--- config.mk ---
export PLATFORM = sky130hd
export DESIGN_NAME = dpc_capture
export DESIGN_NICKNAME = d
export VERILOG_FILES = /design/src/pkg/dpc_pkg.sv /design/src/hw/dpc_edge_det.sv /design/src/hw/dpc_capture.sv
export VERILOG_INCLUDE_DIRS = /design/src /design/src/pkg
export SDC_FILE = /design/constraint.sdc
export NUM_CORES = 1
export LEC_CHECK = 0
export BUFFER_PORTS_ARGS = -buffer_cell sky130_fd_sc_hd__buf_4
export CAP_MARGIN = 10
export CORE_UTILIZATION = 60
export CTS_BUF_LIST = sky130_fd_sc_hd__clkbuf_8
export DETAILED_ROUTE_END_ITERATION = 7
export GPL_ROUTABILITY_DRIVEN = 0
export HOLD_SLACK_MARGIN = 0.03
export PLACE_DENSITY = 0.93
export SYNTH_ARGS = -nofsm -noshare
export SYNTH_HDL_FRONTEND = slang
export SYNTH_SLANG_ARGS = --single-unit
--- constraint.sdc ---
create_clock -name pclk -period 5.3 [get_ports pclk]
set_input_delay 1.06 -clock pclk [delete_from_list [all_inputs] [get_ports pclk]]
set_output_delay 1.06 -clock pclk [all_outputs]
set_load 0.005 [all_outputs]
--- src/pkg/dpc_regs.svh ---
`ifndef DPC_REGS_SVH
`define DPC_REGS_SVH

// Register byte offsets on the APB
`define DPC_ADDR_W 8
`define DPC_OFF_SRC 8'h00
`define DPC_OFF_EDGE 8'h04
`define DPC_OFF_ARM 8'h08
`define DPC_OFF_STAT 8'h0C
`define DPC_OFF_PACT1 8'h10
`define DPC_OFF_PACT2 8'h14
`define DPC_OFF_PREF1 8'h18
`define DPC_OFF_PREF2 8'h1C
`define DPC_OFF_IRQ_STAT 8'h20
`define DPC_OFF_IRQ_MASK 8'h24

// Reset values
`define DPC_SRC_RST 16'h0004
`define DPC_EDGE_RST 16'h0001
`define DPC_ARM_RST 16'h0000
`define DPC_LATCH_RST 32'h0000_0000
`define DPC_IRQ_RST 2'h0

// Field positions
`define DPC_SRC_CH1_LSB 0
`define DPC_SRC_CH2_LSB 2
`define DPC_ARM_CANCEL_BIT 14
`define DPC_ARM_REPEAT_BIT 15
`define DPC_NUM_CH 2
`define DPC_NUM_PINS 4

`endif

--- src/pkg/dpc_pkg.sv ---
`default_nettype none
package dpc_pkg;

  typedef enum logic [1:0] {
    DPC_SRC_CAP1 = 2'b00,
    DPC_SRC_CAP2 = 2'b01,
    DPC_SRC_SP_IDX = 2'b10,
    DPC_SRC_ACT_IDX = 2'b11
  } dpc_src_e;

  typedef enum logic {
    DPC_IDLE = 1'b0,
    DPC_RUN = 1'b1
  } dpc_run_e;

  typedef struct packed {
    logic rise;
    logic fall;
  } dpc_edge_s;

  typedef struct packed {
    logic repeat_mode;
    logic cancel;
    logic [11:0] rsvd;
    logic [1:0] start;
  } dpc_arm_s;

endpackage
`default_nettype wire

--- src/hw/dpc_edge_det.sv ---
`timescale 1ns/100ps
`default_nettype none
module dpc_edge_det
  import dpc_pkg::*;
(
  // Clock and reset
  input wire logic pclk,
  input wire logic presetn,
  // Asynchronous pin
  input wire logic pin,
  // Edge pulses, one cycle each
  output dpc_edge_s edge_o
);

  logic s1_q;
  logic s2_q;
  logic s3_q;

  // Two stages before anything looks at the pin
  always_ff @(posedge pclk or negedge presetn) begin
    if (!presetn) begin
      s1_q <= 1'b0;
      s2_q <= 1'b0;
      s3_q <= 1'b0;
    end else begin
      s1_q <= pin;
      s2_q <= s1_q;
      s3_q <= s2_q;
    end
  end

  // One driver for the whole struct: rise first, then fall
  assign edge_o = {s2_q & ~s3_q, ~s2_q & s3_q};

endmodule // dpc_edge_det
`default_nettype wire

--- src/hw/dpc_capture.sv ---
`timescale 1ns/100ps
`default_nettype none
`include "dpc_regs.svh"

// How it works
// - Two independent channels; source fields are bits 1..0 and 3..2.
// - Source codes: 00 input one, 01 input two, 10 setpoint, 11 actual index.
// - Code 10 needs setpoint encoder slot fitted; code 11 needs actual slot.
// - Edge select bit per channel: 0 falling, 1 rising edge triggers.
// - Writing 1 to start bit 0 or 1 re-arms channel; 0 changes nothing.
// - Start write with bit 14 set cancels the addressed channels.
// - Bit 15 picks single capture (0) or continuous capture (1).
// - Status bits 0 and 1 show whether each channel is running.
// - Each trigger latches signed actual position into channel's register.
// - Each trigger latches signed gearbox setpoint into channel's register.
module dpc_capture
  import dpc_pkg::*;
(
  // APB clock and reset
  input wire logic pclk,
  input wire logic presetn,
  // APB slave
  input wire logic psel,
  input wire logic penable,
  input wire logic pwrite,
  input wire logic [`DPC_ADDR_W-1:0] paddr,
  input wire logic [31:0] pwdata,
  input wire logic [3:0] pstrb,
  output logic [31:0] prdata,
  output logic pready,
  output logic pslverr,
  // Trigger pins
  input wire logic capture_input_one,
  input wire logic capture_input_two,
  input wire logic setpoint_index,
  input wire logic actual_index,
  // Encoder slot presence
  input wire logic setpoint_encoder_slot_fitted,
  input wire logic actual_encoder_slot_fitted,
  // Position feeds, same clock
  input wire logic signed [31:0] actual_position,
  input wire logic signed [31:0] gearbox_setpoint,
  // Interrupt
  output logic irq
);

  localparam int NCH = `DPC_NUM_CH;
  localparam int NPIN = `DPC_NUM_PINS;

  logic [15:0] src_q;
  logic [15:0] edge_q;
  logic [15:0] arm_q;
  dpc_run_e run_q [NCH];
  logic [NCH-1:0] rep_q;
  logic signed [31:0] pact_q [NCH];
  logic signed [31:0] pref_q [NCH];
  logic [NCH-1:0] ist_q;
  logic [NCH-1:0] mask_q;
  logic [1:0] fit_s1_q;
  logic [1:0] fit_s2_q;
  logic [NPIN-1:0] pin_vec;
  wire dpc_edge_s [NPIN-1:0] pin_edge;
  dpc_edge_s [NCH-1:0] sel_edge;
  logic [NCH-1:0] trig;
  logic [NCH-1:0] running;
  logic [NCH-1:0] arm_hit;
  logic [NCH-1:0] ist_d;
  logic [31:0] rd_data;
  logic rd_err;
  logic acc_done;
  logic wr_en;
  logic arm_wr;
  dpc_arm_s arm_d;

  // Byte-lane merge for the 16-bit control registers
  function automatic logic [15:0] merge16(input logic [15:0] old,
                                          input logic [31:0] wd,
                                          input logic [3:0] strb);
    logic [15:0] r;
    r = old;
    if (strb[0]) begin
      r[7:0] = wd[7:0];
    end
    if (strb[1]) begin
      r[15:8] = wd[15:8];
    end
    return r;
  endfunction

  // Source decode with slot gating
  function automatic dpc_edge_s pick_edge(input dpc_src_e src,
                                          input dpc_edge_s [NPIN-1:0] e,
                                          input logic [1:0] fit);
    dpc_edge_s r;
    r = '0;
    unique case (src)
      DPC_SRC_CAP1: r = e[0];
      DPC_SRC_CAP2: r = e[1];
      DPC_SRC_SP_IDX: r = fit[0] ? e[2] : '0;
      DPC_SRC_ACT_IDX: r = fit[1] ? e[3] : '0;
    endcase
    return r;
  endfunction

  assign pin_vec = {actual_index, setpoint_index, capture_input_two,
                    capture_input_one};

  for (genvar i = 0; i < NPIN; i++) begin : g_pin
    dpc_edge_det u_edge (
      .pclk(pclk),
      .presetn(presetn),
      .pin(pin_vec[i]),
      .edge_o(pin_edge[i])
    );
  end

  // Slot presence is a slow level, plain two-stage sync
  always_ff @(posedge pclk or negedge presetn) begin
    if (!presetn) begin
      fit_s1_q <= 2'h0;
      fit_s2_q <= 2'h0;
    end else begin
      fit_s1_q <= {actual_encoder_slot_fitted, setpoint_encoder_slot_fitted};
      fit_s2_q <= fit_s1_q;
    end
  end

  always_comb begin
    for (int c = 0; c < NCH; c++) begin
      sel_edge[c] = pick_edge(dpc_src_e'(src_q[2*c +: 2]), pin_edge,
                              fit_s2_q);
      running[c] = (run_q[c] == DPC_RUN);
      trig[c] = running[c] &
                (edge_q[c] ? sel_edge[c].rise : sel_edge[c].fall);
    end
  end

  // APB: one wait state, so every access takes setup plus two cycles
  assign acc_done = psel & penable & pready;
  assign wr_en = acc_done & pwrite;
  assign arm_wr = wr_en & (paddr == `DPC_OFF_ARM);
  assign arm_d = dpc_arm_s'(merge16(arm_q, pwdata, pstrb));
  assign arm_hit = arm_wr ? arm_d.start : 2'h0;

  always_ff @(posedge pclk or negedge presetn) begin
    if (!presetn) begin
      pready <= 1'b0;
      pslverr <= 1'b0;
      prdata <= 32'h0000_0000;
    end else if (psel && penable && !pready) begin
      pready <= 1'b1;
      pslverr <= rd_err;
      prdata <= pwrite ? 32'h0000_0000 : rd_data;
    end else begin
      pready <= 1'b0;
      pslverr <= 1'b0;
    end
  end

  always_comb begin
    rd_data = 32'h0000_0000;
    rd_err = 1'b0;
    case (paddr)
      `DPC_OFF_SRC: rd_data = {16'h0000, src_q};
      `DPC_OFF_EDGE: rd_data = {16'h0000, edge_q};
      `DPC_OFF_ARM: rd_data = {16'h0000, arm_q};
      `DPC_OFF_STAT: rd_data = {30'h0000_0000, running};
      `DPC_OFF_PACT1: rd_data = pact_q[0];
      `DPC_OFF_PACT2: rd_data = pact_q[1];
      `DPC_OFF_PREF1: rd_data = pref_q[0];
      `DPC_OFF_PREF2: rd_data = pref_q[1];
      `DPC_OFF_IRQ_STAT: rd_data = {30'h0000_0000, ist_q};
      `DPC_OFF_IRQ_MASK: rd_data = {30'h0000_0000, mask_q};
      default: rd_err = 1'b1;
    endcase
  end

  // Configuration registers
  always_ff @(posedge pclk or negedge presetn) begin
    if (!presetn) begin
      src_q <= `DPC_SRC_RST;
      edge_q <= `DPC_EDGE_RST;
      arm_q <= `DPC_ARM_RST;
      mask_q <= `DPC_IRQ_RST;
    end else if (wr_en) begin
      if (paddr == `DPC_OFF_SRC) begin
        src_q <= merge16(src_q, pwdata, pstrb);
      end
      if (paddr == `DPC_OFF_EDGE) begin
        edge_q <= merge16(edge_q, pwdata, pstrb);
      end
      if (paddr == `DPC_OFF_ARM) begin
        arm_q <= arm_d;
      end
      if (paddr == `DPC_OFF_IRQ_MASK && pstrb[0]) begin
        mask_q <= pwdata[1:0];
      end
    end
  end

  // Channel run state; a software start or cancel beats a trigger
  always_ff @(posedge pclk or negedge presetn) begin
    if (!presetn) begin
      for (int c = 0; c < NCH; c++) begin
        run_q[c] <= DPC_IDLE;
      end
      rep_q <= 2'h0;
    end else begin
      for (int c = 0; c < NCH; c++) begin
        if (arm_hit[c]) begin
          run_q[c] <= arm_d.cancel ? DPC_IDLE : DPC_RUN;
          rep_q[c] <= arm_d.repeat_mode;
        end else if (trig[c] && !rep_q[c]) begin
          run_q[c] <= DPC_IDLE;
        end
      end
    end
  end

  // Position latches
  always_ff @(posedge pclk or negedge presetn) begin
    if (!presetn) begin
      for (int c = 0; c < NCH; c++) begin
        pact_q[c] <= `DPC_LATCH_RST;
        pref_q[c] <= `DPC_LATCH_RST;
      end
    end else begin
      for (int c = 0; c < NCH; c++) begin
        if (trig[c]) begin
          pact_q[c] <= actual_position;
          pref_q[c] <= gearbox_setpoint;
        end
      end
    end
  end

  // Sticky capture events; a new event wins over a write-one clear
  always_comb begin
    ist_d = ist_q;
    if (wr_en && paddr == `DPC_OFF_IRQ_STAT && pstrb[0]) begin
      ist_d = ist_d & ~pwdata[1:0];
    end
    ist_d = ist_d | trig;
  end

  always_ff @(posedge pclk or negedge presetn) begin
    if (!presetn) begin
      ist_q <= `DPC_IRQ_RST;
      irq <= 1'b0;
    end else begin
      ist_q <= ist_d;
      irq <= |(ist_d & mask_q);
    end
  end
endmodule // dpc_capture
`default_nettype wire

Yosys cells after proc, flatten, opt, wreduce, memory -nomap -nowiden
Index checks and enable logic that the tools add are counted.

cells by class
  mux-type cells = 20
  equality and inequality tests = 15
  reductions and logical operators = 25
  bitwise gates (word level) = 26

operators by type and width
  kind                count
  $pmux 32 s10        1
  $eq 8x5->1 const B  4
  $mux 32             1
  $reduce_and 3->1    6
  $eq 8x4->1 const B  2
  $eq 8x6->1 const B  2
  $pmux 2 s4          2
  $and 1x1->1         14
  $mux 1              10
  $mux 2              5
  $reduce_or 10->1    1
  $eq 2x2->1 const B  4
  $eq 8x3->1 const B  1
  $logic_not 8->1     1
  $mux 8              1
  $not 1->1           8
  $logic_and 1x1->1   7
  $and 2x2->2         2
  $eq 2x1->1 const B  2
  $logic_not 2->1     2
  $reduce_and 2->1    2
  $reduce_bool 2->1   2
  $logic_not 1->1     3
  $not 2->2           1
  other kinds (2)     2

word-level totals
  register bits = 235
  bits of input ports = 119
  output and inout port bits = 35
  logic and storage cells = 121

Logic depth before layout (Yosys ltp)
  word-level depth = 9
  gate-level depth with buffers = 9
  depth with buffers taken out = 6

Cells and area by module
A second synthesis with hierarchy kept.

second synthesis, totals
  cells, all modules = 732
  area total of the unflattened synthesis = 10401.2 um^2

modules (own cells, without submodules)
  module        instances  seq. area each (um^2)  area each (um^2)  cells an instance
  dpc_capture   1          5582.9                 10040.9           712
  dpc_edge_det  4          75.1                   90.1              5

Worst setup path after synthesis
OpenSTA, ideal clock, no wires.

  path type = input-to-reg
  start = in paddr[4]
  end = reg rep_q[0]
  cell stages on the path = 6
  path buffers = 1
  data arrival time = 2.382 ns
  library setup time = 0.125 ns
  setup slack = 2.793 ns
  required time = 5.175 ns
  cell sequence = nor4_2 -> and2_1 -> buf_2 -> nand2_1 -> nor2_2 -> mux2_2

between the ends
  longest elaborated chain between the ends = 3

ends and longest elaborated chain
  what                            line                text
  start: declaration              dpc_capture.sv:26   input wire logic [`DPC_ADDR_W-1:0] paddr,
  $eq 8x4->1                      --
  $and 1x1->1                     dpc_capture.sv:141  assign arm_wr = wr_en & (paddr == `DPC_OFF_ARM);
  $mux 2                          dpc_capture.sv:143  assign arm_hit = arm_wr ? arm_d.start : 2'h0;
  end signal: indexed assignment  dpc_capture.sv:212  rep_q[c] <= arm_d.repeat_mode;
  end: declaration                dpc_capture.sv:54   logic [NCH-1:0] rep_q;

No other way between the ends.
A chain may end at the register's enable or synchronous reset.

Worst setup path in the final report
  start = in paddr[1]
  end = reg src_q[15]

between the ends
  longest elaborated chain between the ends = 2

ends and longest elaborated chain
  what                               line                text
  $logic_not 8->1                    --
  $reduce_and 3->1 (no source line)  --
  end signal: assignment             dpc_capture.sv:181  src_q <= `DPC_SRC_RST;
  end signal: assignment             dpc_capture.sv:187  src_q <= merge16(src_q, pwdata, pstrb);
  end: declaration                   dpc_capture.sv:50   logic [15:0] src_q;

No other way between the ends.

==> flow_summary.toml <==
[run_status]
status = "finished clean"

[global_route]
antenna_found_initial = 0
grt_pass1_wl_um = 38840
grt-ovfl-total = 0
grt_pass1_vias = 7304
grt_max_degree = 147
track_usage_pct = 28.46

[clock_tree]
post_cts_buffers = 0
clock_latency_ns = 0.52
clk_pin_slew_worst_paths_ns = 0.06
cts-hold-fix-buffers = 0
cts_resized = 0
clock_path_buffers = 3
cts_buffers = 39
cts_root_buffer = "clkbuf_8"
clock-sinks = 235
cts.htree.levels = 2
cts_tree = "built"

[sta]
worstMarginPinSlew_ns = 1.109
slew_violations = 0
rsz0062_at_grt = "false"
timing.fmax_ghz = 0.3384
finalCritPeriodShare_pct = 55.76
max_slew_margin_pct = 25.67
min_period_ns = 2.955
finalSetupViolCount = 0
finalHoldViolCount = 0
tns_ns = 0
finalClockSkew_ns = 0.02677

[worst_hold_path]
hold_class = "flop to flop"
min-delay-start = "g_pin[0].u_edge.s1_q"

[critical_path]
startpoint = "paddr[1]"
cp-start-kind = "input port"
path_cells = "buf_4 > or2_1 > nor3_2 > nand3_2 > mux2_1"
reg2reg_slack_ns = 2.53
crit_type = "input port to flop"
crit_family = "simple AND/OR/NAND/NOR gates"
slowest_stage = "nor3_2"
cp-endpoint = "src_q[15]"
crit_buf_inv = 1
crit_arrival_ns = 3.36
r2r_cells = 6
crit_required_ns = 5.70
critical_path_depth = 5
rr_startpoint = "src_q[1]"
rr_endpoint = "pref_q[40]"
worstSetupEndpointType = "flop"
cp_max_fo = 12
cpPeakStageDelay_ns = 0.90

[placement]
placed_area_um2 = 11480
placed_cells = 1088
port_buffers = 135
dp_hpwl_um = 15670

[drt]
firstDrtPassIters = 5
wl_met1_um = 9634
ant_nets = 0
wl_met3_um = 2202
vias = 6933
vias_per_cell = 6.003
wl_per_cell_um = 20.82
top_layer = "met4"
drt_iter0_markers = 510
drc = 0
route.met2.wl_um = 11570
wl_um = 24050

[power]
swShare_pct = 26.05
intPower_mw = 3.561
p_leak_nw = 5.682
vdd_drop_max_uv = 273.9
p_per_area_nw_per_um2 = 393.2
clock_power_share_pct = 31.9
pwr-share-comb_pct = 16.5
power_switching_mw = 1.254
power.share.sequential_pct = 51.6

[synth]
synth_ff_type = "dfrtp_1"
yosysTopAreaCell = "dfrtp_1"
synth.top_cells.by_area = "dfrtp_1 56%, mux2_1 13%, mux2_2 6.7%, mux4_2 4.5%, mux2i_1 2.1%"
netlist-cell-type-count = 58
synth_top_area_share_pct = 56.06
ys_seq_area_share_pct = 56.56
synth_seq_cells = 235
synth-edff-count = 0
syn_nets = 891
async_flop_share_pct = 100.0
synth_area_um2 = 10400
syn_inst = 772
yosysWarnings = 0
syn_area_per_cell_um2 = 13.47

[die]
rows = 47
fp.dieH_um = 133.7
core_area_um2 = 16760
fp.dieW_um = 133.7
die-area_um2 = 17870
initial_core_util_pct = 62.06
io_pins = 154

[finish]
mostFrequentLayoutCells = "233 x dfrtp_1, 139 x buf_4, 124 x mux2_1"
diodes = 0
final_nets = 1028
instances_no_fill = 1155
layout_commonest_cell = "dfrtp_1"
fin_area_um2 = 12250
synthToLayoutAreaGrowth_pct = 17.74
multi_input_area_um2 = 4153
nFillCells = 1061
drive_above_1_share_pct = 31.02
register_area_um2 = 5883

[flow_run]
max-cap-violations = 0
==> power by group through the flow <==
stage / clock (mW) / sequential (mW) / combinational, mW
after floorplan: 0 / 2.41 / 0.578
after global placement: 0 / 2.46 / 0.747
after detailed placement: 0 / 2.50 / 0.795
after CTS: 1.56 / 2.48 / 0.806
after global routing: 1.64 / 2.53 / 0.876
final: 1.54 / 2.48 / 0.796
==> worst min path at each step <==
stage                                 endpoint  slack [ns]  cells past startpoint
after floorplan                    fit_s2_q[0]        0.33                      0
after global placement    g_pin[2].u_edge.s2_q        0.33                      0
after detailed placement  g_pin[3].u_edge.s2_q        0.34                      0
after CTS                 g_pin[2].u_edge.s2_q        0.35                      0
after global routing      g_pin[2].u_edge.s2_q        0.35                      0
final                     g_pin[0].u_edge.s2_q        0.35                      0
==> final cells by class <==
type                       instances  share of cell area, %
sequential                       235                  48.04
multi-input combinational        467                  33.91
timing repair buffer             141                  8.807
clock buffer                      51                  5.732
tap                              220                  2.248
inverter                          25                 0.7662
clock inverter                    16                 0.5006
==> state kept, by name, indices dropped and copies added (netlist names), 2 cells and up <==
register,flops
g_pin.u_edge.s3_q,4
mask_q,2
ist_q,2
pref_q,64
src_q,16
run_q,2
edge_q,16
rep_q,2
pact_q,64
fit_s2_q,2
fit_s1_q,2
prdata,32
g_pin.u_edge.s2_q,4
arm_q,16
g_pin.u_edge.s1_q,4
==> per-stage QoR <==
stage	total power, mW	setup WS, ns	hold slack [ns]	utilization, %
floorplan	2.991	2.793	0.3312	-
detailed placement	3.296	1.918	0.3373	68.52
global route	5.049	2.269	0.3527	73.07
finish	4.815	2.345	0.3470	73.07
global placement	3.211	1.924	0.3342	68.52
CTS	4.845	2.463	0.3502	73.07
==> cells by family after synthesis <==
kind of cell / after synthesis / share of synthesized area (%)
flops: 235 / 56.56
compound gates: 107 / 6.412
mux: 229 / 26.80
buf+inv: 70 / 3.621
simple gates: 131 / 6.604
==> metal layers <==
layer  global-route usage [%]  vias up
met1                    38.12     3512
met5                        0        -
met3                    7.953       48
met4                    10.29        0
li1                         -     3076
met2                    44.79      297
==> cells in the mapped netlist (3+ instances only) <==
cell type    n
dfrtp_1    233
mux2_1     124
mux2_2      62
nand2_1     45
inv_1       25
nor2_1      25
o21ai_0     24
mux2i_1     22
mux4_2      21
buf_2       19
o21ai_1     16
a21oi_1     14
a22oi_1     11
a31oi_1     11
clkbuf_1    10
buf_4        8
nand3_1      8
o22ai_1      8
nor3_1       7
nor3b_1      6
a221oi_1     5
buf_8        4
nand2b_1     4
nand3_2      4
nand4_1      4
a221o_1      3
a22o_1       3
and2_1       3
nor2b_1      3
Note: power is estimated with default switching activity, not from simulation.
